### config.mk
export PLATFORM = sky130hd
export DESIGN_NAME = llsip_framer
export DESIGN_NICKNAME = d
export VERILOG_FILES = /design/src/rtl/llsip_pkg.sv /design/src/rtl/llsip_framer.sv
export SDC_FILE = /design/constraint.sdc
export NUM_CORES = 1
export LEC_CHECK = 0
export BUFFER_PORTS_ARGS = -buffer_cell sky130_fd_sc_hd__buf_2
export CORE_UTILIZATION = 36
export CTS_BUF_LIST = sky130_fd_sc_hd__clkbuf_8 sky130_fd_sc_hd__clkbuf_16
export DETAILED_ROUTE_END_ITERATION = 7
export PLACE_DENSITY = 0.54
export SETUP_SLACK_MARGIN = 0.15
export SLEW_MARGIN = 20
export SYNTH_ARGS = -nofsm -noshare
export SYNTH_HDL_FRONTEND = slang
export SYNTH_SLANG_ARGS = --single-unit
### constraint.sdc
create_clock -name aclk -period 6.8 [get_ports aclk]
set_clock_uncertainty 0.1 [all_clocks]
set_input_delay 1.02 -clock aclk [delete_from_list [all_inputs] [get_ports aclk]]
set_output_delay 1.02 -clock aclk [all_outputs]
set_load 0.05 [all_outputs]
### src/rtl/llsip_pkg.sv
/*
 * Constants, types and helper functions for the system information packet
 * field framer. Assumes one 20 MHz clock and an AXI4-Lite register bus.
 */
// Functional notes
// - Version slot is 00h when disabled, else the configured firmware version.
// - Declared length 0000h or 0001h-0200h; 0201h-7FFFh never sent.
// - Dynamic length 8000h or 8001h-8200h; 8201h-FFFFh never sent.
// - Packets sent since last info packet counted in 16 bits, saturating.
// - Manufacturer identifiers are 16 bits; 0000h means undeclared.
// - Identifier FFFFh sent only when the development build flag is set.
// - Originator puts its identifier in slots 13/14, zeros in 15-23.
// - Forwarded info packets at level 01h-04h get this device's identifier written in.
// - Forwarding pair chosen by processing level: 01h second, 02h third.
// - Last slot holds 8-bit ones complement sum from start code CFh.
// - Slot 0 carries the start code matching the packet contents.
// - Packets other than null and CFh pass only with a registered nonzero alternate code.
// - Originator sends level 00h; forwarding adds 01h to a level below FFh.
// - Slot 1 sent as 24; received value locates the checksum slot.
package llsip_pkg;

  // ==========================================================================
  // Slot layout
  localparam logic [7:0] SIP_CODE      = 8'hCF;
  localparam logic [7:0] NULL_CODE     = 8'h00;
  localparam logic [7:0] SIP_COUNT     = 8'h18;
  localparam logic [9:0] SLOT_COUNT    = 10'h001;
  localparam logic [9:0] SLOT_CTRL     = 10'h002;
  localparam logic [9:0] SLOT_SUM_HI   = 10'h003;
  localparam logic [9:0] SLOT_SUM_LO   = 10'h004;
  localparam logic [9:0] SLOT_SEQ      = 10'h005;
  localparam logic [9:0] SLOT_UNIV     = 10'h006;
  localparam logic [9:0] SLOT_LEVEL    = 10'h007;
  localparam logic [9:0] SLOT_VER      = 10'h008;
  localparam logic [9:0] SLOT_LEN_HI   = 10'h009;
  localparam logic [9:0] SLOT_LEN_LO   = 10'h00A;
  localparam logic [9:0] SLOT_CNT_HI   = 10'h00B;
  localparam logic [9:0] SLOT_CNT_LO   = 10'h00C;
  localparam logic [9:0] SLOT_MFR_HI   = 10'h00D;
  localparam logic [9:0] SLOT_MFR_LO   = 10'h00E;
  localparam logic [7:0] LEVEL_MAX_HOP = 8'h04;
  localparam logic [7:0] LEVEL_SAT     = 8'hFF;

  // ==========================================================================
  // Field values
  localparam logic [15:0] LEN_FIX_MAX = 16'h0200;
  localparam logic [15:0] LEN_DYN     = 16'h8000;
  localparam logic [15:0] LEN_DYN_MAX = 16'h8200;
  localparam logic [15:0] MFR_NONE    = 16'h0000;
  localparam logic [15:0] MFR_DEV     = 16'hFFFF;
  localparam logic [15:0] COUNT_MAX   = 16'hFFFF;

  // ==========================================================================
  // Register map
  localparam logic [11:0] ADDR_CTRL   = 12'h000;
  localparam logic [11:0] ADDR_CFG    = 12'h004;
  localparam logic [11:0] ADDR_LEN    = 12'h008;
  localparam logic [11:0] ADDR_MFR    = 12'h00C;
  localparam logic [11:0] ADDR_CMD    = 12'h010;
  localparam logic [11:0] ADDR_STATUS = 12'h014;
  localparam int CTRL_FWD_BIT  = 0;
  localparam int CTRL_FILT_BIT = 1;
  localparam int CTRL_DEV_BIT  = 2;
  localparam int CTRL_VER_BIT  = 3;
  localparam int CFG_VER_LSB   = 0;
  localparam int CFG_UNIV_LSB  = 8;
  localparam int CFG_ALT_LSB   = 16;
  localparam int ST_SEQ_LSB    = 16;
  localparam int ST_BUSY_BIT   = 24;
  localparam int ST_LEN_BIT    = 25;
  localparam int ST_MFR_BIT    = 26;
  localparam int ST_DROP_BIT   = 27;
  localparam logic [3:0]  CTRL_RST = 4'h0;
  localparam logic [15:0] LEN_RST  = 16'h0000;
  localparam logic [15:0] MFR_RST  = 16'h0000;
  localparam logic [1:0]  RESP_OK  = 2'h0;
  localparam logic [1:0]  RESP_ERR = 2'h2;

  typedef enum logic [1:0] {S_IDLE, S_PASS, S_DROP, S_GEN} llsip_state_t;

  // ==========================================================================
  // Helpers
  function automatic logic [7:0] ocsum8(input logic [7:0] a, input logic [7:0] b);
    logic [8:0] t;
    t = 9'(a) + 9'(b);
    return 8'(t[7:0] + {7'h00, t[8]});
  endfunction

  function automatic logic [15:0] ocsum16(input logic [15:0] a, input logic [7:0] b);
    logic [16:0] t;
    t = 17'(a) + 17'(b);
    return 16'(t[15:0] + {15'h0000, t[16]});
  endfunction

  function automatic logic len_legal(input logic [15:0] v);
    return (v <= LEN_FIX_MAX) || ((v >= LEN_DYN) && (v <= LEN_DYN_MAX));
  endfunction

  function automatic logic [31:0] merge_strb(input logic [31:0] old, input logic [31:0] nw,
                                             input logic [3:0] strb);
    logic [31:0] r;
    r = old;
    for (int i = 0; i < 4; i++) begin
      if (strb[i]) begin
        r[i*8 +: 8] = nw[i*8 +: 8];
      end
    end
    return r;
  endfunction

endpackage

### src/rtl/llsip_framer.sv
/*
 * System information packet field framer: passes link packets from a slot
 * stream to an output stream, builds info packets on command and updates
 * forwarded ones. Assumes slot 0 is the first byte after idle and that the
 * serialiser behind the output applies break and mark timing itself.
 */
// Implementation choices: the AXI4-Lite register port and the address map.
`timescale 1ns/1ps
module llsip_framer
  import llsip_pkg::*;
#(
  parameter int ADDR_W = 12
) (
  input  wire logic              aclk,
  input  wire logic              aresetn,
  input  wire logic [ADDR_W-1:0] s_axi_awaddr,
  input  wire logic              s_axi_awvalid,
  output logic                   s_axi_awready,
  input  wire logic [31:0]       s_axi_wdata,
  input  wire logic [3:0]        s_axi_wstrb,
  input  wire logic              s_axi_wvalid,
  output logic                   s_axi_wready,
  output logic [1:0]             s_axi_bresp,
  output logic                   s_axi_bvalid,
  input  wire logic              s_axi_bready,
  input  wire logic [ADDR_W-1:0] s_axi_araddr,
  input  wire logic              s_axi_arvalid,
  output logic                   s_axi_arready,
  output logic [31:0]            s_axi_rdata,
  output logic [1:0]             s_axi_rresp,
  output logic                   s_axi_rvalid,
  input  wire logic              s_axi_rready,
  input  wire logic [7:0]        in_data,
  input  wire logic              in_last,
  input  wire logic              in_valid,
  output logic                   in_ready,
  output logic [7:0]             out_data,
  output logic                   out_first,
  output logic                   out_last,
  output logic                   out_valid,
  input  wire logic              out_ready
);

  if (ADDR_W < 5 || ADDR_W > 12) begin : g_chk
    $error("llsip_framer: ADDR_W must lie in 5..12");
  end

  // ==========================================================================
  // State
  typedef struct packed {
    llsip_state_t state;
    logic [9:0]   slot;
    logic [7:0]   sum8;
    logic [15:0]  sum16;
    logic [15:0]  prev_sum;
    logic         prev_asc;
    logic         cur_asc;
    logic         cur_sip;
    logic         sip_fwd;
    logic [7:0]   cnt_byte;
    logic [7:0]   lvl;
    logic [15:0]  pkt_cnt;
    logic [7:0]   seq;
    logic         gen_req;
    logic [3:0]   ctrl;
    logic [7:0]   ver;
    logic [7:0]   univ;
    logic [7:0]   alt;
    logic [15:0]  len;
    logic [15:0]  mfr;
    logic         len_err;
    logic         mfr_err;
    logic         drop_err;
    logic         o_v;
    logic [7:0]   o_d;
    logic         o_f;
    logic         o_l;
    logic         k_v;
    logic [7:0]   k_d;
    logic         k_f;
    logic         k_l;
    logic         in_rdy;
    logic         aw_got;
    logic [11:0]  aw_addr;
    logic         w_got;
    logic [31:0]  w_data;
    logic [3:0]   w_strb;
    logic         awrdy;
    logic         wrdy;
    logic         bv;
    logic [1:0]   bresp;
    logic         arrdy;
    logic         rv;
    logic [31:0]  rdata;
    logic [1:0]   rresp;
  } llsip_st_t;

  llsip_st_t  st_ff;
  llsip_st_t  nxt_st;
  logic       push;
  logic [7:0] pbyte;
  logic       pfirst;
  logic       plast;
  logic       take;
  logic       pop;
  logic       filtered;
  logic [9:0] hist_slot;
  logic [15:0] mfr_tx;
  logic [15:0] len_tx;
  logic [11:0] raddr;

  assign take      = in_valid && st_ff.in_rdy;
  assign pop       = st_ff.o_v && out_ready;
  assign hist_slot = SLOT_MFR_HI + {1'b0, st_ff.lvl, 1'b0};
  // Undeclared identifier replaces the development code outside development builds
  assign mfr_tx    = (st_ff.mfr == MFR_DEV && !st_ff.ctrl[CTRL_DEV_BIT]) ? MFR_NONE : st_ff.mfr;
  assign len_tx    = len_legal(st_ff.len) ? st_ff.len : LEN_RST;
  assign filtered  = st_ff.ctrl[CTRL_FILT_BIT] && in_data != NULL_CODE && in_data != SIP_CODE &&
                     (in_data != st_ff.alt || st_ff.alt == NULL_CODE);
  assign raddr     = 12'(s_axi_araddr);

  // ==========================================================================
  // Next state
  always_comb begin
    nxt_st = st_ff;
    push   = 1'b0;
    pbyte  = 8'h00;
    pfirst = 1'b0;
    plast  = 1'b0;

    // Register bus: address and data taken in either order
    if (s_axi_awvalid && st_ff.awrdy) begin
      nxt_st.aw_got  = 1'b1;
      nxt_st.aw_addr = 12'(s_axi_awaddr);
    end
    if (s_axi_wvalid && st_ff.wrdy) begin
      nxt_st.w_got  = 1'b1;
      nxt_st.w_data = s_axi_wdata;
      nxt_st.w_strb = s_axi_wstrb;
    end
    if (st_ff.bv && s_axi_bready) begin
      nxt_st.bv = 1'b0;
    end
    if (st_ff.aw_got && st_ff.w_got && !st_ff.bv) begin
      nxt_st.aw_got = 1'b0;
      nxt_st.w_got  = 1'b0;
      nxt_st.bv     = 1'b1;
      nxt_st.bresp  = RESP_OK;
      case (st_ff.aw_addr)
        ADDR_CTRL: begin
          nxt_st.ctrl = 4'(merge_strb(32'(st_ff.ctrl), st_ff.w_data, st_ff.w_strb));
        end
        ADDR_CFG: begin
          {nxt_st.alt, nxt_st.univ, nxt_st.ver} =
            24'(merge_strb({8'h00, st_ff.alt, st_ff.univ, st_ff.ver}, st_ff.w_data, st_ff.w_strb));
        end
        ADDR_LEN: begin
          nxt_st.len = 16'(merge_strb(32'(st_ff.len), st_ff.w_data, st_ff.w_strb));
          if (!len_legal(nxt_st.len)) begin
            nxt_st.len_err = 1'b1;
          end
        end
        ADDR_MFR: begin
          nxt_st.mfr = 16'(merge_strb(32'(st_ff.mfr), st_ff.w_data, st_ff.w_strb));
          if (nxt_st.mfr == MFR_DEV && !st_ff.ctrl[CTRL_DEV_BIT]) begin
            nxt_st.mfr_err = 1'b1;
          end
        end
        ADDR_CMD: begin
          if (st_ff.w_strb[0] && st_ff.w_data[0]) begin
            nxt_st.gen_req = 1'b1;
          end
        end
        ADDR_STATUS: begin
          // Write one to clear; stream events below win over the clear
          if (st_ff.w_strb[3]) begin
            nxt_st.len_err  = st_ff.len_err && !st_ff.w_data[ST_LEN_BIT];
            nxt_st.mfr_err  = st_ff.mfr_err && !st_ff.w_data[ST_MFR_BIT];
            nxt_st.drop_err = st_ff.drop_err && !st_ff.w_data[ST_DROP_BIT];
          end
        end
        default: begin
          nxt_st.bresp = RESP_ERR;
        end
      endcase
    end
    nxt_st.awrdy = !nxt_st.aw_got && !nxt_st.bv;
    nxt_st.wrdy  = !nxt_st.w_got && !nxt_st.bv;

    if (st_ff.rv && s_axi_rready) begin
      nxt_st.rv = 1'b0;
    end
    if (s_axi_arvalid && st_ff.arrdy) begin
      nxt_st.rv    = 1'b1;
      nxt_st.rresp = RESP_OK;
      case (raddr)
        ADDR_CTRL:   nxt_st.rdata = 32'(st_ff.ctrl);
        ADDR_CFG:    nxt_st.rdata = {8'h00, st_ff.alt, st_ff.univ, st_ff.ver};
        ADDR_LEN:    nxt_st.rdata = 32'(st_ff.len);
        ADDR_MFR:    nxt_st.rdata = 32'(st_ff.mfr);
        ADDR_CMD:    nxt_st.rdata = 32'h0000_0000;
        ADDR_STATUS: nxt_st.rdata = {4'h0, st_ff.drop_err, st_ff.mfr_err, st_ff.len_err,
                                     st_ff.gen_req || st_ff.state == S_GEN, st_ff.seq, st_ff.pkt_cnt};
        default: begin
          nxt_st.rdata = 32'h0000_0000;
          nxt_st.rresp = RESP_ERR;
        end
      endcase
    end
    nxt_st.arrdy = !nxt_st.rv;

    // Slot stream
    case (st_ff.state)
      S_IDLE: begin
        if (take) begin
          if (filtered) begin
            nxt_st.drop_err = 1'b1;
            nxt_st.state    = in_last ? S_IDLE : S_DROP;
          end else begin
            push            = 1'b1;
            pbyte           = in_data;
            pfirst          = 1'b1;
            plast           = in_last;
            nxt_st.sum8     = in_data;
            nxt_st.sum16    = 16'(in_data);
            nxt_st.slot     = SLOT_COUNT;
            nxt_st.cnt_byte = 8'h00;
            nxt_st.lvl      = 8'h00;
            nxt_st.cur_asc  = in_data != NULL_CODE;
            nxt_st.cur_sip  = in_data == SIP_CODE;
            nxt_st.sip_fwd  = in_data == SIP_CODE && st_ff.ctrl[CTRL_FWD_BIT];
            nxt_st.state    = in_last ? S_IDLE : S_PASS;
            if (in_data != SIP_CODE && st_ff.pkt_cnt != COUNT_MAX) begin
              nxt_st.pkt_cnt = st_ff.pkt_cnt + 16'h0001;
            end
          end
        end else if (st_ff.gen_req && !st_ff.k_v) begin
          nxt_st.gen_req = 1'b0;
          nxt_st.state   = S_GEN;
          nxt_st.slot    = 10'h000;
        end
      end
      S_PASS: begin
        if (take) begin
          push  = 1'b1;
          pbyte = in_data;
          plast = in_last;
          if (st_ff.sip_fwd) begin
            if (st_ff.slot == SLOT_COUNT) begin
              nxt_st.cnt_byte = in_data;
            end
            if (st_ff.slot == SLOT_LEVEL) begin
              pbyte      = (in_data == LEVEL_SAT) ? in_data : 8'(in_data + 8'h01);
              nxt_st.lvl = pbyte;
            end
            if (st_ff.lvl != 8'h00 && st_ff.lvl <= LEVEL_MAX_HOP) begin
              if (st_ff.slot == hist_slot) begin
                pbyte = mfr_tx[15:8];
              end
              if (st_ff.slot == hist_slot + 10'h001) begin
                pbyte = mfr_tx[7:0];
              end
            end
            if (st_ff.slot > SLOT_COUNT && st_ff.slot == {2'h0, st_ff.cnt_byte}) begin
              pbyte = st_ff.sum8;
            end
          end
          nxt_st.slot = st_ff.slot + 10'h001;
          if (in_last) begin
            nxt_st.state = S_IDLE;
          end
        end
      end
      S_DROP: begin
        if (take && in_last) begin
          nxt_st.state = S_IDLE;
        end
      end
      S_GEN: begin
        if (!st_ff.k_v) begin
          push   = 1'b1;
          pfirst = st_ff.slot == 10'h000;
          plast  = st_ff.slot == {2'h0, SIP_COUNT};
          case (st_ff.slot)
            10'h000:     pbyte = SIP_CODE;
            SLOT_COUNT:  pbyte = SIP_COUNT;
            SLOT_CTRL:   pbyte = {6'h00, st_ff.prev_asc, 1'b0};
            SLOT_SUM_HI: pbyte = st_ff.prev_sum[15:8];
            SLOT_SUM_LO: pbyte = st_ff.prev_sum[7:0];
            SLOT_SEQ:    pbyte = st_ff.seq;
            SLOT_UNIV:   pbyte = st_ff.univ;
            SLOT_LEVEL:  pbyte = 8'h00;
            SLOT_VER:    pbyte = st_ff.ctrl[CTRL_VER_BIT] ? st_ff.ver : 8'h00;
            SLOT_LEN_HI: pbyte = len_tx[15:8];
            SLOT_LEN_LO: pbyte = len_tx[7:0];
            SLOT_CNT_HI: pbyte = st_ff.pkt_cnt[15:8];
            SLOT_CNT_LO: pbyte = st_ff.pkt_cnt[7:0];
            SLOT_MFR_HI: pbyte = mfr_tx[15:8];
            SLOT_MFR_LO: pbyte = mfr_tx[7:0];
            {2'h0, SIP_COUNT}: pbyte = st_ff.sum8;
            default:     pbyte = 8'h00;
          endcase
          nxt_st.slot = st_ff.slot + 10'h001;
          if (plast) begin
            nxt_st.state   = S_IDLE;
            nxt_st.seq     = st_ff.seq + 8'h01;
            nxt_st.pkt_cnt = 16'h0000;
          end
        end
      end
      default: begin
        nxt_st.state = S_IDLE;
      end
    endcase

    if (push) begin
      nxt_st.sum8  = pfirst ? pbyte : ocsum8(st_ff.sum8, pbyte);
      nxt_st.sum16 = pfirst ? 16'(pbyte) : ocsum16(st_ff.sum16, pbyte);
      // Only ordinary packets feed the next info packet's history
      if (plast && st_ff.state != S_GEN && !(pfirst ? in_data == SIP_CODE : st_ff.cur_sip)) begin
        nxt_st.prev_sum = nxt_st.sum16;
        nxt_st.prev_asc = pfirst ? in_data != NULL_CODE : st_ff.cur_asc;
      end
    end

    // Two-entry buffer: head drives the port, second entry absorbs a stall
    if (pop || !st_ff.o_v) begin
      if (st_ff.k_v) begin
        nxt_st.o_v = 1'b1;
        nxt_st.o_d = st_ff.k_d;
        nxt_st.o_f = st_ff.k_f;
        nxt_st.o_l = st_ff.k_l;
        nxt_st.k_v = 1'b0;
      end else begin
        nxt_st.o_v = push;
        nxt_st.o_d = pbyte;
        nxt_st.o_f = pfirst;
        nxt_st.o_l = plast;
      end
    end else if (push) begin
      nxt_st.k_v = 1'b1;
      nxt_st.k_d = pbyte;
      nxt_st.k_f = pfirst;
      nxt_st.k_l = plast;
    end
    // Pending generation holds the input off so it starts at a packet boundary
    nxt_st.in_rdy = !nxt_st.k_v && nxt_st.state != S_GEN && !(nxt_st.state == S_IDLE && nxt_st.gen_req);
  end

  always_ff @(posedge aclk) begin
    if (!aresetn) begin
      st_ff <= '0;
    end else begin
      st_ff <= nxt_st;
    end
  end

  assign s_axi_awready = st_ff.awrdy;
  assign s_axi_wready  = st_ff.wrdy;
  assign s_axi_bvalid  = st_ff.bv;
  assign s_axi_bresp   = st_ff.bresp;
  assign s_axi_arready = st_ff.arrdy;
  assign s_axi_rvalid  = st_ff.rv;
  assign s_axi_rdata   = st_ff.rdata;
  assign s_axi_rresp   = st_ff.rresp;
  assign in_ready      = st_ff.in_rdy;
  assign out_valid     = st_ff.o_v;
  assign out_data      = st_ff.o_d;
  assign out_first     = st_ff.o_f;
  assign out_last      = st_ff.o_l;

  // ==========================================================================
  // Checks
  a_ver_slot: assert property (@(posedge aclk) disable iff (!aresetn)
    push && st_ff.state == S_GEN && st_ff.slot == SLOT_VER |->
    pbyte == (st_ff.ctrl[CTRL_VER_BIT] ? st_ff.ver : 8'h00)) else $error("version slot wrong");
  // Whole field checked at the high byte; a stall would leave the next cycle's byte unrelated
  a_len_fixed: assert property (@(posedge aclk) disable iff (!aresetn)
    push && st_ff.state == S_GEN && st_ff.slot == SLOT_LEN_HI |->
    !({pbyte, len_tx[7:0]} > LEN_FIX_MAX && {pbyte, len_tx[7:0]} < LEN_DYN)) else $error("reserved length");
  a_len_dyn: assert property (@(posedge aclk) disable iff (!aresetn)
    push && st_ff.state == S_GEN && st_ff.slot == SLOT_LEN_HI |->
    {pbyte, len_tx[7:0]} <= LEN_DYN_MAX) else $error("reserved dynamic length");
  a_count_sat: assert property (@(posedge aclk) disable iff (!aresetn)
    st_ff.pkt_cnt == COUNT_MAX && st_ff.state != S_GEN |=> st_ff.pkt_cnt == COUNT_MAX)
    else $error("packet count wrapped");
  a_mfr_dev: assert property (@(posedge aclk) disable iff (!aresetn)
    push && st_ff.state == S_GEN && st_ff.slot == SLOT_MFR_HI && !st_ff.ctrl[CTRL_DEV_BIT] |->
    {pbyte, mfr_tx[7:0]} != MFR_DEV) else $error("development identifier sent");
  a_hist_zero: assert property (@(posedge aclk) disable iff (!aresetn)
    push && st_ff.state == S_GEN && st_ff.slot > SLOT_MFR_LO && st_ff.slot < {2'h0, SIP_COUNT} |->
    pbyte == 8'h00) else $error("history slot not zero");
  a_hist_ins: assert property (@(posedge aclk) disable iff (!aresetn)
    push && st_ff.state == S_PASS && st_ff.sip_fwd && st_ff.lvl == 8'h01 && st_ff.slot == SLOT_MFR_LO + 10'h001
    |-> pbyte == mfr_tx[15:8]) else $error("identifier not inserted");
  a_sip_sum: assert property (@(posedge aclk) disable iff (!aresetn)
    push && st_ff.state == S_GEN && st_ff.slot == {2'h0, SIP_COUNT} |-> pbyte == st_ff.sum8 && plast)
    else $error("info checksum wrong");
  a_start_cf: assert property (@(posedge aclk) disable iff (!aresetn)
    push && st_ff.state == S_GEN && pfirst |-> pbyte == SIP_CODE) else $error("bad start code");
  a_drop_code: assert property (@(posedge aclk) disable iff (!aresetn)
    take && st_ff.state == S_IDLE && filtered && !in_last |=> st_ff.state == S_DROP && st_ff.drop_err)
    else $error("unregistered code passed");
  a_level_inc: assert property (@(posedge aclk) disable iff (!aresetn)
    push && st_ff.state == S_PASS && st_ff.sip_fwd && st_ff.slot == SLOT_LEVEL && in_data != LEVEL_SAT
    |-> pbyte == 8'(in_data + 8'h01)) else $error("level not incremented");
  a_fwd_sum: assert property (@(posedge aclk) disable iff (!aresetn)
    push && st_ff.state == S_PASS && st_ff.sip_fwd && st_ff.slot > SLOT_COUNT &&
    st_ff.slot == {2'h0, st_ff.cnt_byte} |-> pbyte == st_ff.sum8) else $error("checksum not rebuilt");

endmodule

==> impl_metrics.csv, run 1 <==
group,metric,value,unit
timing,slew_headroom,0.315,
routing,dr.pass1.iters,7,
floorplan,die_area,0.0451,mm^2
placed_design,hpwlAfterDp,41700,um
logic_synthesis,synth_edf_count,0,
placed_design,dpl_cell_area,0.0170,mm^2
global_route,top_usage_layer,"met2",
final_layout,fin_nets,2203,
critical_path,critPathMaxStageDelay,540,ps
placed_design,gp_congestion,0.939,
timing,drv_slew,0,
critical_path,r2r_setup_slack,550,ps
floorplan,rows,76,
placed_design,port_buffers,119,
critical_path,r2r_start,"st_ff[203]",
global_route,use_met1,0.319,
cts,cts_tree,"built",
cts,h-tree-depth,1,
logic_synthesis,ys_ff_latch,263,
critical_path,rr_worst_depth,29,
routing,post_drt_wl_per_cell,20.4,um
critical_path,arrival,6650,ps
floorplan,core,0.0434,mm^2
cts,clkTransAtPathRegs,70,ps
timing,fin_crit_sh,0.920,
critical_path,crit_path_start_kind,"flop",
hold_path,holdPathStages,2,
global_route,grt_usage,0.240,
run_status,status,"finished clean",
logic_synthesis,avgSynthCellArea,7.86,um^2
power,vdd_drop_max,223,uV
power,power.leakage,6.74,nW
final_layout,layout-drive-gt1-share,0.160,
final_layout,final_area,0.0182,mm^2
timing,setup_tns,0,ps
cts,clockBufferDepth,3,
power,power_density,207,mW/mm^2
logic_synthesis,syn_inst,2029,
routing,post-route-drc-count,0,
final_layout,multi_input_area,0.00970,mm^2
logic_synthesis,synth-seq-area-share,0.330,
hold_path,holdCritPathClass,"flop to flop",
logic_synthesis,synth_ff_type,"dfxtp_1",
timing,rsz0062_at_grt,"false",
routing,dr_total_vias,15200,
logic_synthesis,yosysWarnings,0,
critical_path,crit_slowest_cell,"o41ai_4",
timing,hold_violations,0,
global_route,use_met3,0.0267,
critical_path,r2r-end,"st_ff[233]",
floorplan,fp.dieH,212,um
cts,cts.sink_count,263,
logic_synthesis,yosysTopAreaCell,"dfxtp_1",
critical_path,crit_buf_inv,4,
routing,vias_per_cell,5.63,
timing,setup_violations,0,
critical_path,cp_max_fo,9,
global_route,grt_overflow,0,
timing,tightest_slew,1020,ps
timing,fmax,160,MHz
critical_path,required,7190,ps
floorplan,ios,131,
logic_synthesis,synthArstFlopShare,0,
hold_path,min_from,"st_ff[88]",
floorplan,floorplan.initialDensity,0.368,
logic_synthesis,yosys.cell_count.top_type,"nand2_1",
global_route,grt_max_degree,113,
timing,period_minus_slack,6250,ps
global_route,grt_use_met2,0.392,
cts,cts_buffers,29,
floorplan,fp.dieW,212,um
global_route,grt_pass1_vias,14400,
logic_synthesis,synth.area.top_cells,"dfxtp_1 33%, nand2_1 6.2%, a21oi_1 6.0%",
critical_path,critPathTopFamily,"simple AND/OR/NAND/NOR gates",
routing,drtIter0Drc,1116,
global_route,antenna_found_initial,2,
global_route,grt_pass1_wl,84400,um
routing,finalWirelength,54900,um
hold_path,min_to,"st_ff[88]",
cts,clk_latency,570,ps
logic_synthesis,yosysTopAreaCellShare,0.330,
final_layout,fillers,4472,
critical_path,crit_path_end_kind,"flop",
final_layout,seqCellArea,0.00527,mm^2
cts,root_buffer,"clkbuf_16",
logic_synthesis,synth_cell_types,104,
flow_run,maxCapViolations,0,
final_layout,synthToLayoutAreaGrowth,14.2,%
routing,final_antenna_net_count,0,
logic_synthesis,syn_area,0.0159,mm^2
logic_synthesis,yosys-top-cells-count,"265 x nand2_1, 263 x dfxtp_1, 221 x nor2_1",
critical_path,path_class,"flop to flop",
-- how the worst max path moves through the flow --
stage / slack (ps) / endpoint / cells past startpoint / from
floorplan: 510 / st_ff[250] / 26 / in_data[0]
global placement: 70 / st_ff[250] / 25 / in_data[1]
detailed placement: 40 / st_ff[250] / 25 / in_data[1]
CTS: 200 / st_ff[233] / 25 / st_ff[207]
global route: 130 / st_ff[233] / 28 / st_ff[203]
finish: 550 / st_ff[233] / 29 / st_ff[203]
-- metal layers --
metal	vias up	wire length, um
li1	7331	-
met1	7263	24600
met2	467	25200
met3	123	2820
met4	2	2360
met5	-	8
-- cell type report --
class                   instances  area share
multi-input cells            1549       0.533
flip-flops and latches        263       0.289
repair buffers                210      0.0702
clock buffers                  35      0.0444
well taps                     585      0.0402
clock inverters                19      0.0161
inverters                      34     0.00728
diodes                          1    0.000137
-- worst min-delay path: stages, from the launching register on --
cell     delay [ps]
dfxtp_1         310
nand2_1          50
a21oi_1          50
-- kinds of logic (layout without fill, tap and decap cells) --
family                     after synthesis  count (layout)  share of synthesized area
and+or+nand+nor                        814             814                      0.243
AOI/OAI and AO/OA                      518             518                      0.224
DFF                                    263             263                      0.330
buffers and inverters                  222             298                     0.0683
xor gates and xnor gates               103             103                     0.0592
muxes                                   70              70                     0.0443
adders and majority gates               38              38                     0.0308
other                                    1               7                   0.000235
-- stage by stage --
step	hold slack (ps)	setup WS (ps)	utilization	instances	power [mW]
after CTS	355	202	0.418	2692	3.78
after global placement	341	68.7	0.392	2638	1.99
final	354	546	0.420	2696	3.76
after detailed placement	347	38.1	0.392	2638	1.99
after floorplan	322	505	-	2034	1.87
after global routing	372	128	0.420	2696	3.88
-- flip-flops by register name (all words and copies together) (netlist names) --
signal and count:
st_ff 216, s_axi_rdata 28, out_data 8, in_ready 1, out_first 1, out_last 1
out_valid 1, s_axi_arready 1, s_axi_awready 1, s_axi_bresp 1, s_axi_bvalid 1, s_axi_rresp 1
s_axi_rvalid 1, s_axi_wready 1
-- cells in the final DEF, fill, tap and decap left out, types with 16 or more instances in the layout --
cell,count
a21oi_1,189
a222oi_1,19
a22o_1,25
a22oi_1,38
a31oi_1,16
and2_1,23
and3_1,28
buf_2,119
buf_4,91
clkbuf_16,29
dfxtp_1,261
ha_1,35
inv_1,33
mux2i_1,65
nand2_1,264
nand3_1,86
nand4_1,31
nor2_1,217
nor2b_1,16
nor3_1,41
o211ai_1,19
o21ai_0,67
or3_1,16
xnor2_1,50
xor2_1,48
-- power by group --
part	switching [mW]	internal [mW]	total, mW
clock	0.684	1.11	1.80
combinational	0.246	0.114	0.359
sequential	0.0335	1.57	1.60
total	0.964	2.80	3.76
-- timing repair --
item	in CTS	in global routing
hold buffers	0	0
gates resized for setup	0	13
endpoints found under the setup margin	0	19
buffers inserted	0	3
Note: power is estimated with default switching activity, not from simulation.
==> run 2: changes to the inputs <==
Settings changed: CAP_MARGIN set to 5, CORE_MARGIN set to 1.5.
==> impl_metrics.csv, run 2 (synthesis gave the netlist of run 1 again) <==
group,metric,value,unit
placed_design,port_buffers,119,
critical_path,crit_buf_inv,4,
critical_path,r2r_setup_slack,500,ps
power,p_total,3.50,mW
cts,root_buffer,"clkbuf_16",
final_layout,n_antenna_cell,0,
timing,drv_slew,0,
timing,tightest_slew,1050,ps
cts,clkTransAtPathRegs,60,ps
placed_design,hpwlAfterDp,41900,um
global_route,grt_pass1_wl,85100,um
global_route,grt_pass1_vias,14400,
timing,period_minus_slack,6300,ps
routing,dr_total_vias,15200,
cts,cts_buffers,29,
hold_path,min_from,"s_axi_rdata[26]",
routing,vias_per_cell,5.64,
floorplan,fp.dieH,213,um
run_status,status,"finished clean",
critical_path,r2r_start,"st_ff[203]",
routing,post-route-drc-count,0,
final_layout,largest_reg_flops,216,
floorplan,core,0.0434,mm^2
critical_path,r2r-end,"st_ff[235]",
cts,cts.sink_count,263,
critical_path,cpMostUsedCell,"buf_4",
final_layout,fin_nets,2204,
floorplan,die_area,0.0456,mm^2
routing,finalWirelength,55000,um
critical_path,cp_max_fo,8,
floorplan,rows,76,
routing,drtIter0Drc,1137,
critical_path,crit_slowest_cell,"o41ai_4",
placed_design,gp_congestion,0.963,
timing,slew_headroom,0.296,
global_route,antenna_found_initial,2,
timing,fin_crit_sh,0.927,
floorplan,ios,131,
critical_path,arrival,6690,ps
floorplan,fp.dieW,213,um
routing,post_drt_wl_per_cell,20.4,um
hold_path,holdCritPathClass,"flop to flop",
flow_run,maxCapViolations,0,
final_layout,layout-drive-gt1-share,0.157,
timing,rsz0062_at_grt,"false",
timing,hold_violations,0,
routing,final_antenna_net_count,0,
global_route,grt_max_degree,138,
critical_path,path_class,"flop to flop",
critical_path,critPathMaxStageDelay,510,ps
timing,fmax,159,MHz
placed_design,dpl_cell_area,0.0170,mm^2
critical_path,required,7190,ps
power,power_density,194,mW/mm^2
final_layout,final_common_cell,"nand2_1",
final_layout,top_register,"st_ff",
cts,h-tree-depth,1,
routing,dr.pass1.iters,8,
hold_path,holdPathStages,2,
critical_path,rr_worst_depth,28,
timing,setup_violations,0,
final_layout,synthToLayoutAreaGrowth,13.2,%
cts,clockBufferDepth,3,
global_route,grt_usage,0.240,
critical_path,crit_path_end_kind,"flop",
cts,ctsHoldBuffers,0,
floorplan,floorplan.initialDensity,0.368,
power,power.leakage,6.69,nW
cts,cts_tree,"built",
critical_path,critPathTopFamily,"compound AO/OA/AOI/OAI gates",
timing,setup_tns,0,ps
critical_path,crit_path_start_kind,"flop",
power,vdd_drop_max,192,uV
final_layout,final_area,0.0181,mm^2
global_route,grt_overflow,0,
cts,clk_latency,560,ps
hold_path,min_to,"s_axi_rdata[26]",
final_layout,final_cell_mix,"264 x nand2_1, 262 x dfxtp_1, 216 x nor2_1, 190 x a21oi_1, 119 x buf_2",
## run 2: cell types whose count changed in the layout (fill, tap and decap cells not counted), moves of 2 or more
cell | previous run | this run
clkinv_2 | 3 | 5
bufinv_16 | 7 | 1
clkinvlp_4 | 3 | 1
inv_1 | 33 | 35
## run 2: power by group
group	internal (mW)	switching [mW]	leakage, nW
Combinational	0.114	0.246	4.08
Sequential	1.57	0.0323	2.13
Clock	0.889	0.650	0.480
## run 2: routing by layer
metal  global-route usage  part of all wire  vias to the layer above
li1                     -                 -                     7331
met1                0.324              0.45                     7308
met2                0.391              0.46                      450
met3               0.0256             0.049                      100
met4               0.0945             0.038                        4
met5                    0           0.00049                        -
## run 2: cell type report
| cell class | instances | area, um^2 |
|---|---|---|
| Clock inverter | 15 | 113 |
| Fill cell | 4542 | 25300 |
| Timing Repair Buffer | 211 | 1300 |
| Sequential cell | 263 | 5270 |
| Inverter | 34 | 133 |
| Clock buffer | 36 | 822 |
| Multi-Input combinational cell | 1549 | 9690 |
| Tap cell | 585 | 732 |
## run 2: timing repair
action                     CTS  global route
setup endpoints to repair    0            19
buffers inserted             0             2
resized for setup            0            12
## run 2: worst max path at each step
stage,cells past startpoint,from,slack [ps],to
CTS,28,st_ff[203],300,st_ff[235]
global route,29,st_ff[203],90,st_ff[235]
finish,28,st_ff[203],500,st_ff[235]
floorplan,26,in_data[0],510,st_ff[250]
global placement,26,in_data[1],120,st_ff[233]
detailed placement,26,in_data[1],140,st_ff[234]
## run 2: through the flow
step                      setup slack (ps)   util  hold WS [ps]  std cells
after floorplan                        505      -           322       2034
after global placement                 120  0.393           341       2640
after detailed placement               142  0.393           345       2640
after CTS                              298  0.415           353       2691
after global routing                  89.0  0.416           374       2693
final                                  497  0.416           352       2693
## run 2: tightest hold or removal path, cell delays in order (launching register included)
cell	delay (ps)
dfxtp_1	300
nand2_1	50
a21oi_1	50
==> run 3: changes to the inputs <==
Clock period 6.8 ns to 7 ns, I/O delays scaled along.
==> impl_metrics.csv, run 3 (synthesis gave the netlist of run 1 again) <==
group,metric,value,unit
floorplan,core,0.0434,mm^2
final_layout,n_antenna_cell,0,
routing,post-route-drc-count,0,
placed_design,dpl_cell_area,0.0169,mm^2
timing,slew_headroom,0.276,
floorplan,fp.dieW,213,um
placed_design,pre_cts_slack,124,ps
final_layout,final_cell_mix,"264 x nand2_1, 261 x dfxtp_1, 218 x nor2_1, 189 x a21oi_1, 119 x buf_2",
critical_path,crit_path_start_kind,"flop",
critical_path,required,7360,ps
final_layout,seqCellArea,0.00527,mm^2
final_layout,final_area,0.0180,mm^2
power,power.share.clock,0.458,
timing,setup_violations,0,
floorplan,floorplan.initialDensity,0.368,
final_layout,synthToLayoutAreaGrowth,12.9,%
timing,fin_crit_sh,0.922,
power,switching_share,0.266,
timing,setup_tns,0,ps
final_layout,top_register,"st_ff",
flow_run,maxCapViolations,0,
cts,clkTransAtPathRegs,60,ps
cts,clk_latency,570,ps
routing,final_antenna_net_count,0,
floorplan,fp.dieH,213,um
hold_path,holdCritPathClass,"flop to flop",
power,switchingPower,934,uW
floorplan,rows,76,
timing,period_minus_slack,6450,ps
final_layout,layout-drive-gt1-share,0.153,
placed_design,port_buffers,119,
placed_design,hpwlAfterDp,42300,um
cts,h-tree-depth,1,
global_route,grt_usage,0.243,
final_layout,fillers,4506,
routing,dr.pass1.iters,7,
routing,finalWirelength,55400,um
global_route,grt_pass1_wl,85900,um
global_route,antenna_found_initial,1,
global_route,grt_overflow,0,
run_status,status,"finished clean",
power,internal-power,2.58,mW
power,p_seq_frac,0.444,
routing,dr_total_vias,15300,
routing,drtIter0Drc,1216,
cts,clockBufferDepth,3,
power,p_comb_frac,0.098,
timing,tightest_slew,1080,ps
power,power.leakage,6.63,nW
routing,post_drt_wl_per_cell,20.7,um
floorplan,die_area,0.0456,mm^2
final_layout,final_common_cell,"nand2_1",
routing,vias_per_cell,5.70,
final_layout,fin_nets,2189,
timing,fmax,155,MHz
timing,rsz0062_at_grt,"false",
power,p_total,3.51,mW
global_route,grt_pass1_vias,14600,
power,power_density,195,mW/mm^2
global_route,grt_max_degree,100,
cts,cts_buffers,30,
power,vdd_drop_max,170,uV
timing,drv_slew,0,
critical_path,arrival,6810,ps
critical_path,cp_max_fo,15,
critical_path,path_class,"flop to flop",
final_layout,multi_input_area,0.00969,mm^2
cts,cts.sink_count,263,
cts,root_buffer,"clkbuf_16",
floorplan,ios,131,
critical_path,crit_path_end_kind,"flop",
final_layout,final_core_util,0.415,
timing,timing.final.ws_setup,548,ps
cts,cts_tree,"built",
timing,hold_violations,0,
placed_design,gp_congestion,0.954,
final_layout,largest_reg_flops,216,
[run 3: cell types whose count changed in the layout (fill, tap and decap cells not counted), sizes merged]
cell / before / now
buf: 211 / 195
bufinv: 1 / 3
clkbuf: 36 / 35
clkinv: 7 / 11
inv: 40 / 37
[run 3: area by class of cell]
cell class                 count  share of cell area
tap                          585              0.0407
sequential                   263               0.293
multi-input combinational   1549               0.538
clock inverter                18              0.0106
timing repair buffer         195              0.0648
inverter                      34             0.00737
clock buffer                  35              0.0455
[run 3: layer usage]
metal	global-route usage	up-vias	routed length (um)
met5	0	-	7
met1	0.322	7358	24500
met2	0.402	507	25900
met3	0.0286	102	2960
li1	-	7309	-
met4	0.0971	2	2140
[run 3: power by group through the flow]
stage | sequential [mW] | combinational, mW | clock (mW)
2_1_floorplan | 1.59 | 0.230 | 0
3_3_place_gp | 1.59 | 0.338 | 0
3_5_place_dp | 1.59 | 0.342 | 0
4_1_cts | 1.56 | 0.343 | 1.64
5_1_grt | 1.56 | 0.375 | 1.71
6_report | 1.56 | 0.344 | 1.61
[run 3: final timing paths]
kind	from	endpoint	slack, ps	cells past startpoint
worst max-delay path	st_ff[203]	st_ff[229]	550	27
worst min-delay path	st_ff[43]	st_ff[43]	360	2
worst max register to register	st_ff[203]	st_ff[229]	550	27
worst min register to register	st_ff[43]	st_ff[43]	360	2
[run 3: metrics by stage]
| stage | cells | hold WS (ps) |
|---|---|---|
| 2_1_floorplan | 2034 | 322 |
| 3_3_place_gp | 2625 | 340 |
| 3_5_place_dp | 2625 | 348 |
| 4_1_cts | 2678 | 356 |
| 5_1_grt | 2679 | 382 |
| 6_report | 2679 | 355 |
[run 3: repair_timing]
| item | 4_1_cts | 5_1_grt |
|---|---|---|
| setup buffers | 0 | 1 |
| gates resized for setup | 0 | 12 |
| hold buffers | 0 | 0 |
| setup endpoints to repair | 0 | 23 |
[run 3: critical path, stage by stage, from the launching register on]
cell      delay (ps)
dfxtp_1          330
inv_1             80
ha_1             280
buf_4            200
nor3b_1          270
a41oi_2           60
nor2_1           260
o221ai_2         150
xnor2_2          200
buf_4            220
o311a_1          410
o311ai_2         500
inv_1            170
ha_1             350
a211oi_1         110
a211oi_2         270
buf_4            170
o31ai_4           70
nor2_1           140
and3_1           210
ha_1             180
nand3_1          100
or4_4            470
a21oi_2          140
mux2i_1          240
xor2_1           310
o21ai_1          100
o221a_1          250
